## src/rtl/pcs_pkg.sv

```systemverilog
// program counter and return stack: shared constants and types
// assumes one clock domain; the core decoder and the APB master share pclk
package pcs_pkg;
  localparam int PC_W = 13;
  localparam int LOW_W = 8;
  localparam int LATCH_W = 5;
  localparam int JUMP_W = 11;
  localparam int STACK_DEPTH = 8;
  localparam int DATA_W = 32;
  localparam int APB_AW = 12;
  localparam int OP_W = 3;
  localparam int SEL_W = 2;

  localparam logic [PC_W-1:0] RESET_VECTOR = 13'h0000;
  localparam logic [PC_W-1:0] IRQ_VECTOR = 13'h0004;
  localparam logic [PC_W-1:0] PC_ONE = 13'h0001;
  localparam logic [LATCH_W-1:0] LATCH_RESET = 5'h00;

  // fields of the latch used by jumps and calls
  localparam int LATCH_JUMP_HI = 4;
  localparam int LATCH_JUMP_LO = 3;

  // APB register offsets (byte addresses)
  localparam logic [APB_AW-1:0] OFS_PC_LOW = 12'h000;
  localparam logic [APB_AW-1:0] OFS_PC_LATCH = 12'h004;
  localparam logic [APB_AW-1:0] OFS_CONFIG = 12'h008;
  localparam logic [APB_AW-1:0] OFS_STATUS = 12'h00C;

  // implemented program memory size select
  localparam logic [SEL_W-1:0] SEL_512 = 2'h0;
  localparam logic [SEL_W-1:0] SEL_1K = 2'h1;
  localparam logic [SEL_W-1:0] SEL_2K = 2'h2;
  localparam logic [PC_W-1:0] MASK_512 = 13'h01FF;
  localparam logic [PC_W-1:0] MASK_1K = 13'h03FF;
  localparam logic [PC_W-1:0] MASK_2K = 13'h07FF;

  // status register fields
  localparam int ST_OP_LSB = 0;
  localparam int ST_SEEN_BIT = 4;

  typedef enum logic [OP_W-1:0] {
    OP_SEQ,
    OP_JUMP,
    OP_CALL,
    OP_RETURN,
    OP_RETURN_WITH_LITERAL_OP,
    OP_RETURN_FROM_INTERRUPT_OP,
    OP_PCL_WRITE,
    OP_IRQ
  } pcs_op_type;
endpackage

```

## src/rtl/pcs_stack_if.sv

```systemverilog
// push/pop carrier between the sequencer and the return stack
// assumes at most one of push and pop per cycle
`timescale 1ns/1ns
interface pcs_stack_if #(parameter int PC_W = 13);
  logic push;
  logic pop;
  logic [PC_W-1:0] push_data;
  logic [PC_W-1:0] pop_data;
  modport ctrl (output push, output pop, output push_data, input pop_data);
  modport store (input push, input pop, input push_data, output pop_data);
endinterface

```

## src/rtl/pcs_stack.sv

```systemverilog
// circular return-address stack, no overflow or underflow indication
// assumes the controller never pushes and pops in one cycle
`timescale 1ns/1ns
module pcs_stack #(
  parameter int DEPTH = pcs_pkg::STACK_DEPTH,
  parameter int PC_W = pcs_pkg::PC_W
) (
  input wire logic pclk,
  input wire logic presetn,
  pcs_stack_if.store st
);
  localparam int PTR_W = $clog2(DEPTH);
  localparam logic [PTR_W-1:0] PTR_ONE = PTR_W'(1);

  generate
    if (DEPTH < 2 || (DEPTH & (DEPTH - 1)) != 0) begin : g_bad_depth
      $error("stack depth must be a power of two");
    end
  endgenerate

  logic [PC_W-1:0] mem_r [DEPTH];
  logic [PTR_W-1:0] ptr_r;
  wire [PTR_W-1:0] top_idx = ptr_r - PTR_ONE;

  // pointer wraps freely: the ninth push lands on the first entry
  always_ff @(posedge pclk or negedge presetn) begin
    if (!presetn) begin
      ptr_r <= '0;
    end else if (st.push) begin
      ptr_r <= ptr_r + PTR_ONE;
    end else if (st.pop) begin
      ptr_r <= top_idx;
    end
  end

  always_ff @(posedge pclk or negedge presetn) begin
    if (!presetn) begin
      for (int i = 0; i < DEPTH; i++) begin
        mem_r[i] <= '0;
      end
    end else if (st.push) begin
      mem_r[ptr_r] <= st.push_data;
    end
  end

  // a pop past empty simply returns whatever the slot last held
  assign st.pop_data = mem_r[top_idx];
endmodule

```

## src/rtl/pcs_addr_wrap.sv

```systemverilog
// folds a logical 13-bit address into the implemented program memory
// a selected size larger than the synthesised memory size is capped to the built size
`timescale 1ns/1ns
module pcs_addr_wrap #(
  parameter int MEM_WORDS = 2048
) (
  input wire logic [pcs_pkg::SEL_W-1:0] size_sel,
  input wire logic [pcs_pkg::PC_W-1:0] addr_in,
  output logic [pcs_pkg::PC_W-1:0] addr_out
);
  function automatic logic [pcs_pkg::PC_W-1:0] size_mask(input logic [pcs_pkg::SEL_W-1:0] sel);
    case (sel)
      pcs_pkg::SEL_512: size_mask = pcs_pkg::MASK_512;
      pcs_pkg::SEL_1K: size_mask = pcs_pkg::MASK_1K;
      default: size_mask = pcs_pkg::MASK_2K;
    endcase
  endfunction

  localparam logic [pcs_pkg::SEL_W-1:0] CAP_SEL =
    (MEM_WORDS == 512) ? pcs_pkg::SEL_512 :
    (MEM_WORDS == 1024) ? pcs_pkg::SEL_1K : pcs_pkg::SEL_2K;

  // software may pick a smaller variant, never one larger than built
  wire [pcs_pkg::PC_W-1:0] mask = size_mask(size_sel) & size_mask(CAP_SEL);
  assign addr_out = addr_in & mask;
endmodule

```

## src/rtl/pcs_pc_unit.sv

```systemverilog
// program sequencer: 13-bit program counter, high-byte latch, return stack
// assumes the core decoder runs on pclk and presents one op per cycle at most
//
// Added by the designer: register access over APB and the register addresses.
`timescale 1ns/1ns
module pcs_pc_unit #(
  parameter int MEM_WORDS = 2048,
  parameter int STACK_DEPTH = pcs_pkg::STACK_DEPTH
) (
  input wire logic pclk,
  input wire logic presetn,
  input wire logic psel,
  input wire logic penable,
  input wire logic pwrite,
  input wire logic [pcs_pkg::APB_AW-1:0] paddr,
  input wire logic [pcs_pkg::DATA_W-1:0] pwdata,
  output logic [pcs_pkg::DATA_W-1:0] prdata,
  output logic pready,
  output logic pslverr,
  input wire logic op_valid,
  input wire logic [pcs_pkg::OP_W-1:0] op_kind,
  input wire logic [pcs_pkg::JUMP_W-1:0] op_target,
  input wire logic [pcs_pkg::LOW_W-1:0] op_data,
  input wire logic latch_wr,
  input wire logic [pcs_pkg::LOW_W-1:0] latch_data,
  output logic [pcs_pkg::PC_W-1:0] fetch_addr,
  output logic [pcs_pkg::LOW_W-1:0] pc_low,
  output logic [pcs_pkg::LATCH_W-1:0] pc_high_latch
);
  localparam int PC_W = pcs_pkg::PC_W;
  localparam int LOW_W = pcs_pkg::LOW_W;
  localparam int LATCH_W = pcs_pkg::LATCH_W;
  localparam int DATA_W = pcs_pkg::DATA_W;
  localparam int SEL_W = pcs_pkg::SEL_W;
  localparam int OP_W = pcs_pkg::OP_W;

  localparam logic [SEL_W-1:0] SEL_RESET =
    (MEM_WORDS == 512) ? pcs_pkg::SEL_512 :
    (MEM_WORDS == 1024) ? pcs_pkg::SEL_1K : pcs_pkg::SEL_2K;

  generate
    if (MEM_WORDS != 512 && MEM_WORDS != 1024 && MEM_WORDS != 2048) begin : g_bad_mem
      $error("program memory must be 512, 1024 or 2048 words");
    end
    if (PC_W != LOW_W + LATCH_W) begin : g_bad_split
      $error("counter must split into low byte and latch width");
    end
  endgenerate

  // ---------------------------------------------------------------
  // state
  // ---------------------------------------------------------------
  logic [PC_W-1:0] pc_r;
  logic [PC_W-1:0] pc_nxt;
  logic [LATCH_W-1:0] latch_r;
  logic [LATCH_W-1:0] latch_nxt;
  logic [SEL_W-1:0] size_sel_r;
  logic [OP_W-1:0] last_op_r;
  logic op_seen_r;
  logic [DATA_W-1:0] prdata_r;
  logic pready_r;
  logic pslverr_r;

  pcs_stack_if #(.PC_W(PC_W)) stk ();

  pcs_stack #(
    .DEPTH(STACK_DEPTH),
    .PC_W(PC_W)
  ) u_stack (
    .pclk(pclk),
    .presetn(presetn),
    .st(stk.store)
  );

  // ---------------------------------------------------------------
  // APB decode
  // ---------------------------------------------------------------
  wire apb_setup = psel && !penable;
  wire apb_commit = psel && penable && pready_r;
  wire hit_low = (paddr == pcs_pkg::OFS_PC_LOW);
  wire hit_latch = (paddr == pcs_pkg::OFS_PC_LATCH);
  wire hit_config = (paddr == pcs_pkg::OFS_CONFIG);
  wire hit_status = (paddr == pcs_pkg::OFS_STATUS);
  wire hit_any = hit_low || hit_latch || hit_config || hit_status;
  wire sw_low_we = apb_commit && pwrite && hit_low;
  wire sw_latch_we = apb_commit && pwrite && hit_latch;
  wire sw_config_we = apb_commit && pwrite && hit_config;

  // the stack and its pointer have no address at all
  wire [DATA_W-1:0] rd_low = {{(DATA_W-LOW_W){1'b0}}, pc_r[LOW_W-1:0]};
  wire [DATA_W-1:0] rd_latch = {{(DATA_W-LATCH_W){1'b0}}, latch_r};
  wire [DATA_W-1:0] rd_config = {{(DATA_W-SEL_W){1'b0}}, size_sel_r};
  wire [DATA_W-1:0] rd_status = {{(DATA_W-pcs_pkg::ST_SEEN_BIT-1){1'b0}}, op_seen_r,
                                 {(pcs_pkg::ST_SEEN_BIT-OP_W){1'b0}}, last_op_r};
  // the upper counter bits are never returned to software
  wire [DATA_W-1:0] rd_mux = hit_low ? rd_low :
                             hit_latch ? rd_latch :
                             hit_config ? rd_config :
                             hit_status ? rd_status : '0;

  // ---------------------------------------------------------------
  // core op decode
  // ---------------------------------------------------------------
  pcs_pkg::pcs_op_type op;
  assign op = pcs_pkg::pcs_op_type'(op_kind);

  // a software write of the low byte pre-empts a core op in that cycle
  wire core_go = op_valid && !sw_low_we;
  wire is_seq = core_go && (op == pcs_pkg::OP_SEQ);
  wire is_jump = core_go && (op == pcs_pkg::OP_JUMP);
  wire is_call = core_go && (op == pcs_pkg::OP_CALL);
  wire is_ret = core_go && (op == pcs_pkg::OP_RETURN || op == pcs_pkg::OP_RETURN_WITH_LITERAL_OP ||
                            op == pcs_pkg::OP_RETURN_FROM_INTERRUPT_OP);
  wire is_pclw = core_go && (op == pcs_pkg::OP_PCL_WRITE);
  wire is_irq = core_go && (op == pcs_pkg::OP_IRQ);

  // ---------------------------------------------------------------
  // candidate addresses, all folded into implemented memory
  // ---------------------------------------------------------------
  wire [PC_W-1:0] pc_inc_raw = pc_r + pcs_pkg::PC_ONE;
  wire [PC_W-1:0] jump_raw = {latch_r[pcs_pkg::LATCH_JUMP_HI:pcs_pkg::LATCH_JUMP_LO],
                              op_target};
  wire [LOW_W-1:0] low_src = sw_low_we ? pwdata[LOW_W-1:0] : op_data;
  wire [PC_W-1:0] pclw_raw = {latch_r, low_src};

  logic [PC_W-1:0] pc_inc;
  logic [PC_W-1:0] jump_addr;
  logic [PC_W-1:0] pclw_addr;
  logic [PC_W-1:0] ret_addr;

  pcs_addr_wrap #(.MEM_WORDS(MEM_WORDS)) u_wrap_inc (
    .size_sel(size_sel_r),
    .addr_in(pc_inc_raw),
    .addr_out(pc_inc)
  );

  pcs_addr_wrap #(.MEM_WORDS(MEM_WORDS)) u_wrap_jump (
    .size_sel(size_sel_r),
    .addr_in(jump_raw),
    .addr_out(jump_addr)
  );

  pcs_addr_wrap #(.MEM_WORDS(MEM_WORDS)) u_wrap_pclw (
    .size_sel(size_sel_r),
    .addr_in(pclw_raw),
    .addr_out(pclw_addr)
  );

  // a popped entry may predate a shrink of the size select, so refold it
  pcs_addr_wrap #(.MEM_WORDS(MEM_WORDS)) u_wrap_ret (
    .size_sel(size_sel_r),
    .addr_in(stk.pop_data),
    .addr_out(ret_addr)
  );

  // ---------------------------------------------------------------
  // stack control
  // ---------------------------------------------------------------
  // calls save the address after the call; interrupts save the
  // instruction that was displaced by the vector
  assign stk.push = is_call || is_irq;
  assign stk.pop = is_ret;
  assign stk.push_data = is_irq ? pc_r : pc_inc;

  // ---------------------------------------------------------------
  // next counter value
  // ---------------------------------------------------------------
  always_comb begin
    pc_nxt = pc_r;
    if (sw_low_we || is_pclw) begin
      pc_nxt = pclw_addr;
    end else if (is_jump || is_call) begin
      pc_nxt = jump_addr;
    end else if (is_ret) begin
      pc_nxt = ret_addr;
    end else if (is_irq) begin
      pc_nxt = pcs_pkg::IRQ_VECTOR;
    end else if (is_seq) begin
      pc_nxt = pc_inc;
    end
  end

  // only explicit writes change the latch; push and pop never do
  always_comb begin
    latch_nxt = latch_r;
    if (sw_latch_we) begin
      latch_nxt = pwdata[LATCH_W-1:0];
    end else if (latch_wr) begin
      latch_nxt = latch_data[LATCH_W-1:0];
    end
  end

  // ---------------------------------------------------------------
  // registers
  // ---------------------------------------------------------------
  always_ff @(posedge pclk or negedge presetn) begin
    if (!presetn) begin
      pc_r <= pcs_pkg::RESET_VECTOR;
    end else begin
      pc_r <= pc_nxt;
    end
  end

  always_ff @(posedge pclk or negedge presetn) begin
    if (!presetn) begin
      latch_r <= pcs_pkg::LATCH_RESET;
    end else begin
      latch_r <= latch_nxt;
    end
  end

  always_ff @(posedge pclk or negedge presetn) begin
    if (!presetn) begin
      size_sel_r <= SEL_RESET;
    end else if (sw_config_we) begin
      size_sel_r <= pwdata[SEL_W-1:0];
    end
  end

  always_ff @(posedge pclk or negedge presetn) begin
    if (!presetn) begin
      last_op_r <= '0;
      op_seen_r <= 1'b0;
    end else if (core_go) begin
      last_op_r <= op_kind;
      op_seen_r <= 1'b1;
    end
  end

  // one access cycle per transfer; data and error settle at setup
  always_ff @(posedge pclk or negedge presetn) begin
    if (!presetn) begin
      pready_r <= 1'b0;
      pslverr_r <= 1'b0;
      prdata_r <= '0;
    end else begin
      pready_r <= apb_setup;
      pslverr_r <= apb_setup && !hit_any;
      prdata_r <= (apb_setup && !pwrite) ? rd_mux : '0;
    end
  end

  // ---------------------------------------------------------------
  // outputs
  // ---------------------------------------------------------------
  assign prdata = prdata_r;
  assign pready = pready_r;
  assign pslverr = pslverr_r;
  assign fetch_addr = pc_r;
  assign pc_low = pc_r[LOW_W-1:0];
  assign pc_high_latch = latch_r;
endmodule

```

## config.mk

```make
export PLATFORM = sky130hd
export DESIGN_NAME = pcs_pc_unit
export DESIGN_NICKNAME = d
export VERILOG_FILES = /design/src/rtl/pcs_pkg.sv /design/src/rtl/pcs_stack_if.sv /design/src/rtl/pcs_stack.sv /design/src/rtl/pcs_addr_wrap.sv /design/src/rtl/pcs_pc_unit.sv
export SDC_FILE = /design/constraint.sdc
export NUM_CORES = 1
export LEC_CHECK = 0
export BUFFER_PORTS_ARGS = -buffer_cell sky130_fd_sc_hd__buf_4
export CORE_MARGIN = 1.5
export CORE_UTILIZATION = 60
export DETAILED_ROUTE_END_ITERATION = 7
export GPL_TIMING_DRIVEN = 0
export PLACE_DENSITY = 0.95
export RECOVER_POWER = 25
export SYNTH_ARGS = -nofsm -noshare
export SYNTH_HDL_FRONTEND = slang
export SYNTH_SLANG_ARGS = --single-unit
```

## constraint.sdc

```tcl
create_clock -name pclk -period 5.2 [get_ports pclk]
set_clock_uncertainty 0.2 [all_clocks]
set_input_delay 0 -clock pclk [delete_from_list [all_inputs] [get_ports pclk]]
set_output_delay 0 -clock pclk [all_outputs]
set_load 0.03 [all_outputs]
```

Word-level counts from Yosys, hierarchy flattened
Index checks and enable logic that the tools add are counted.
{"block": "totals", "regBits": 141, "in_bits": 81, "wordCells": 98}
{"block": "op_classes", "add_sub_neg": 3, "magnitude_cmp": 3, "n_eq_ne": 11, "muxes": 23, "bitwise": 6, "n_reduce_logical": 35}
{"op": "two-way mux 13 bit", "count": 9}
{"op": "bitwise mux 104 bit", "count": 1}
{"op": "AND 13 x 11 -> 13 bit", "count": 4}
{"op": "binary-select mux 13 bit (select 3 bit)", "count": 1}
{"op": "demux 13 bit (select 3 bit)", "count": 1}
{"op": "two-way mux 5 bit", "count": 5}
{"op": "equality test 12 x 4 -> 1 bit, second input constant", "count": 2}
{"op": "two-way mux 8 bit", "count": 3}
{"op": "case mux 11 bit (2 select lines)", "count": 1}
{"op": "logical AND 1 bit", "count": 17}
{"op": "adder 13 x 1 -> 13 bit, second input constant", "count": 1}
{"op": "equality test 12 x 3 -> 1 bit, second input constant", "count": 1}
{"op": "equality test 3 bit, second input constant", "count": 4}
{"op": "logical NOT 12 bit", "count": 1}
{"op": "greater-or-equal comparator 4 bit, second input constant", "count": 2}
{"op": "logical OR 1 bit", "count": 8}
{"op": "NOT 3 -> 4 bit", "count": 2}
{"op": "equality test 3 x 2 -> 1 bit, second input constant", "count": 2}
{"op": "two-way mux 3 bit", "count": 2}
{"op": "nonzero test 5 bit", "count": 1}
{"op": "logical NOT 1 bit", "count": 4}
{"op": "less-than comparator 4 x 1 -> 1 bit, second input constant", "count": 1}
{"op": "nonzero test 2 bit", "count": 2}
{"op": "adder 3 x 1 -> 3 bit, second input constant", "count": 1}
{"op": "other kinds (5)", "count": 5}

Longest topological paths before layout
{"block": "logic_depth", "depth_word": 12, "depth_mapped": 10}

Hierarchy
Synthesis repeated with hierarchy kept, for this count alone.
{"block": "hier_totals", "hier_cells": 748, "area_unflattened_um2": 8380.5}
{"module": "pcs_stack", "instances": 1, "cells_each": 380, "area_per_inst_um2": 5093.6, "seq_area_each_um2": 2677.6}
{"module": "pcs_pc_unit", "instances": 1, "cells_each": 312, "area_per_inst_um2": 2886.5, "seq_area_each_um2": 852.1}
{"module": "pcs_addr_wrap", "instances": 4, "cells_each": 14, "area_per_inst_um2": 100.1, "seq_area_each_um2": 0.0}

Worst setup path before layout
OpenSTA, ideal clock, no wires.
{"block": "synth_path", "kind": "flip-flop to flip-flop", "startpoint": "register u_stack.ptr_r[0]", "endpoint": "register pc_r[8], in the netlist fetch_addr[8]", "setup_ns": 0.126, "arrival_time_ns": 2.651, "required_time_ns": 4.874, "path_slack_ns": 2.223, "stages_incl_launch_ff": 10, "path_buffers": 1, "cell_sequence": "dfrtp_1 buf_2 clkinv_1 ha_1 xor2_2 mux4_2 or3_1 o31ai_1 nor3_1 a221o_1"}
{"block": "synth_between", "elab_chain_len": 9}
{"item": "start: declaration", "line_no": "pcs_stack.sv:22", "rtl": "logic [PTR_W-1:0] ptr_r;"}
{"item": "start signal: assignment", "line_no": "pcs_stack.sv:30", "rtl": "ptr_r <= ptr_r + PTR_ONE;"}
{"item": "start signal: assignment", "line_no": "pcs_stack.sv:32", "rtl": "ptr_r <= top_idx;"}
{"item": "subtractor 3 x 1 -> 3 bit", "line_no": "pcs_stack.sv:23", "rtl": "wire [PTR_W-1:0] top_idx = ptr_r - PTR_ONE;"}
{"item": "net u_stack.top_idx[0]", "line_no": "pcs_stack.sv:23"}
{"item": "NOT 3 -> 4 bit (not written as such)", "line_no": "pcs_stack.sv:47", "rtl": "assign st.pop_data = mem_r[top_idx];"}
{"item": "binary-select mux 13 bit (select 3 bit)", "line_no": "pcs_stack.sv:47"}
{"item": "two-way mux 13 bit (not written as such) (2 in series)", "line_no": "pcs_stack.sv:47"}
{"item": "AND 13 x 11 -> 13 bit", "line_no": "pcs_addr_wrap.sv:25", "rtl": "assign addr_out = addr_in & mask;"}
{"item": "two-way mux 13 bit", "line_no": "pcs_pc_unit.sv:174", "rtl": "end else if (is_ret) begin"}
{"item": "two-way mux 13 bit", "line_no": "pcs_pc_unit.sv:172", "rtl": "end else if (is_jump || is_call) begin"}
{"item": "two-way mux 13 bit", "line_no": "pcs_pc_unit.sv:170", "rtl": "if (sw_low_we || is_pclw) begin"}
{"item": "end signal: assignment", "line_no": "pcs_pc_unit.sv:198", "rtl": "pc_r <= pcs_pkg::RESET_VECTOR;"}
{"item": "end signal: assignment", "line_no": "pcs_pc_unit.sv:200", "rtl": "pc_r <= pc_nxt;"}
{"item": "end: declaration", "line_no": "pcs_pc_unit.sv:53", "rtl": "logic [PC_W-1:0] pc_r;"}
The timed path passes the listed nets, and every way through them passes these cells. The select of a mux whose other input is x is not followed.
A chain may end at the register's enable or synchronous reset.

Worst setup path in the final report
{"block": "layout_path", "startpoint": "register u_stack.ptr_r[0]", "endpoint": "register pc_r[3], in the netlist fetch_addr[3]"}
The elaborated chain is that of the path after synthesis.

==> reports/summary.txt <==
first-pass GRT wire length: 35.3 mm
Worst-path clk slew: 0.07 ns
port bufs: 81
Netlist cell types: 65
min-delay src: pwdata[0]
worst r2r dst: fetch_addr[3]
Worst-Margin Slew: 2.19 ns
IR drop worst, VDD: 0.328 mV
crit path DAT: 4.40 ns
DR iter-0 viols: 844
Worst Setup Path Type: reg -> reg
Final Util: 81.4%
clock root cell: clkbuf_8
HP Class: in -> reg
failing checks: design-rule violations, max-capacitance violations, max-slew violations
RePlAce Congestion: 0.931
post-synthesis sequential area ratio: 45.6%
per-cell routed wire length: 24.7 um
Clock Tree Buf Depth: 2
drt pass-1 iters: 8
Tmin final: 4.13 ns
Initial Utilization: 62.0%
Slew Viols, Final: 124
nets: 845
fraction of registers with async set or reset after synthesis: 100%
die width: 109 um
number of synthesized register bits: 123
power density over the cells: 498 nW/um^2
via count of the first global-routing pass: 6307
IO Count: 141
Hold Path End: size_sel_r[0]
endpoints failing hold: 0
Syn. warnings: 0
# Post-CTS Setup Buffers: 0
slew margin rel.: -45.9%
Final Non-Filler Cells: 913
Vias/cell: 6.48
Worst Hold Depth: 3
n_diodes: 0
Main synth FF type: dfrtp_1
Clock Sinks: 123
status: finished, violations left
Critical Path Sink Type: flip-flop
RSZ-0062 raised after global routing: no
CP Launch Type: flip-flop
core area: 10900 um^2
EDFF count, synth: 0
Worst R2R Setup Slack: 1.07 ns
dpl cells: 814
routed vias: 5914
crit-path max FO: 10
die area: 11900 um^2
drt total wl: 22.6 mm
Reg2Reg Depth: 11
global route overflow: 0
setup TNS: 0 ns
worst path required time: 5.47 ns
Die Span Y: 109 um
Mapped Area: 6750 um^2
DRC: 1
Final Cycle Share: 79.4%
number of max-cap violations: 2
antenna violations before repair: 2
Area growth syn-to-layout: 31.2%
post-route ant nets: 0
r2r startpoint: u_stack.ptr_r[0]
LEAKAGE: 4.11 nW
Setup violations, final: 0
post-DP HPWL: 12.1 mm
Cells after Synth: 567
TritonCTS clock tree: done
Fill cells: 507
Num CTS Buffers: 17
f_max: 242 MHz
H-tree levels: 4
latest clock arrival within the worst-skew pair: 0.53 ns
pin count of the biggest net entering global routing: 89
mean area per synthesized cell: 11.9 um^2
gr usage total: 40.9%
row count: 38
share of cells above drive strength 1: 36.5%
==> timing repair <==
action,in CTS,in global routing
hold endpoints to repair,155,0
gates resized for setup,0,0
hold buffers,66,0
==> metal layers <==
| metal | vias up | global-route usage, % | routed length [um] | part of all wire, % |
|---|---|---|---|---|
| met5 | - | 2.23 | 9 | 0.040 |
| met4 | 2 | 30.0 | 1890 | 8.4 |
| met3 | 187 | 19.6 | 2730 | 12 |
| met2 | 529 | 63.0 | 10500 | 47 |
| met1 | 2826 | 43.6 | 7410 | 33 |
| li1 | 2370 | - | - | - |
==> per-stage QoR <==
stage	power [W]	instance area [um^2]	hold slack (ns)	worst slack, ns
floorplan	0.00259	6850	-0.496	2.22
global placement	0.00297	7630	0.0258	1.85
detailed placement	0.00308	7660	-0.282	1.81
CTS	0.00432	8890	0.0874	1.13
global route	0.00461	8860	0.0976	0.944
finish	0.00441	8860	0.100	1.07
==> cells in the mapped netlist, types with 3 or more instances <==
cell type / instances / share of area, %
xor2_1: 8 / 1.0
xnor2_1: 11 / 1.4
nand3_1: 9 / 0.67
nand4_1: 3 / 0.28
clkbuf_1: 10 / 0.56
mux2_2: 59 / 9.8
o211ai_1: 3 / 0.33
nand2b_1: 3 / 0.28
mux2i_1: 19 / 2.8
o221ai_1: 4 / 0.52
a22oi_1: 10 / 1.1
buf_1: 3 / 0.17
buf_6: 4 / 0.67
ha_1: 4 / 0.74
a2111oi_2: 4 / 0.89
nor4_2: 5 / 0.93
or3_1: 4 / 0.37
a211oi_1: 3 / 0.33
nand2_1: 45 / 2.5
mux2_4: 12 / 2.7
dfrtp_1: 122 / 45
mux2_1: 8 / 1.3
a21oi_1: 24 / 1.8
buf_2: 8 / 0.59
inv_1: 14 / 0.78
nor3_1: 7 / 0.52
nor2_1: 38 / 2.1
a31oi_1: 3 / 0.28
mux4_2: 21 / 7.0
o21ai_0: 16 / 1.2
buf_4: 37 / 4.1
and2_1: 5 / 0.46
==> flip-flops by register name, summed over array words and instances, names as in the netlist <==
name	count
fetch_addr	11
pready	1
last_op_r	3
pslverr	1
u_stack.mem_r	88
size_sel_r	2
pc_high_latch	5
u_stack.ptr_r	3
prdata	8
op_seen_r	1
==> layout make-up <==
type	instances	area, um^2	area share [%]
multi-input combinational	389	3270	36.9
tap	140	175	1.98
inverter	16	72.6	0.819
timing repair buffer	149	1270	14.3
buffer	64	437	4.93
clock buffer	22	443	5.00
sequential	123	3080	34.8
clock inverter	10	118	1.33
==> kinds of logic (layout without fill, tap and decap cells) <==
group	Yosys count	after routing	share of synthesized area (%)
simple gates	138	138	11.0
mux	119	119	23.7
xor+xnor	21	21	2.95
fa+ha+maj	4	4	0.741
other cells	1	26	0.0555
compound gates	81	81	8.47
buf+inv	80	261	7.54
flops	123	123	45.6
==> layout by cell type (no fill, tap or decap), types with 10 or more instances in the layout <==
cell type / n
mux2_4: 12
nor2_1: 38
clkbuf_16: 16
buf_4: 116
mux2i_1: 19
a22oi_1: 10
inv_1: 14
clkbuf_1: 16
conb_1: 26
nand2_1: 45
mux4_2: 21
xnor2_1: 11
a21oi_1: 24
o21ai_0: 16
mux2_2: 59
dfrtp_1: 122
dlygate4sd3_1: 65
==> power by group <==
group	switching, W	internal, W	leakage (nW)
Sequential	0.000219	0.00125	1.58
Clock	0.000441	0.000695	0.262
Combinational	0.000996	0.000818	2.26
==> worst max-delay path, stage by stage (launching register included) <==
cell and delay [ns]:
dfrtp_1 0.34, buf_2 0.20, clkinv_1 0.35, ha_1 0.42, clkbuf_1 0.29, buf_1 0.56
mux4_2 0.35, nand2_1 0.10, nand3_1 0.18, o221ai_1 0.14, o21ai_0 0.30, dlygate4sd3_1 0.62
==> how the worst max path moves through the flow <==
stage,from,to,slack [ns]
after global placement,u_stack.ptr_r[0],fetch_addr[8],1.85
after floorplan,u_stack.ptr_r[0],fetch_addr[8],2.22
after global routing,u_stack.ptr_r[0],fetch_addr[8],0.94
final,u_stack.ptr_r[0],fetch_addr[3],1.07
after CTS,u_stack.ptr_r[0],fetch_addr[9],1.13
after detailed placement,u_stack.ptr_r[0],fetch_addr[8],1.81
Note: power is estimated with default switching activity, not from simulation.
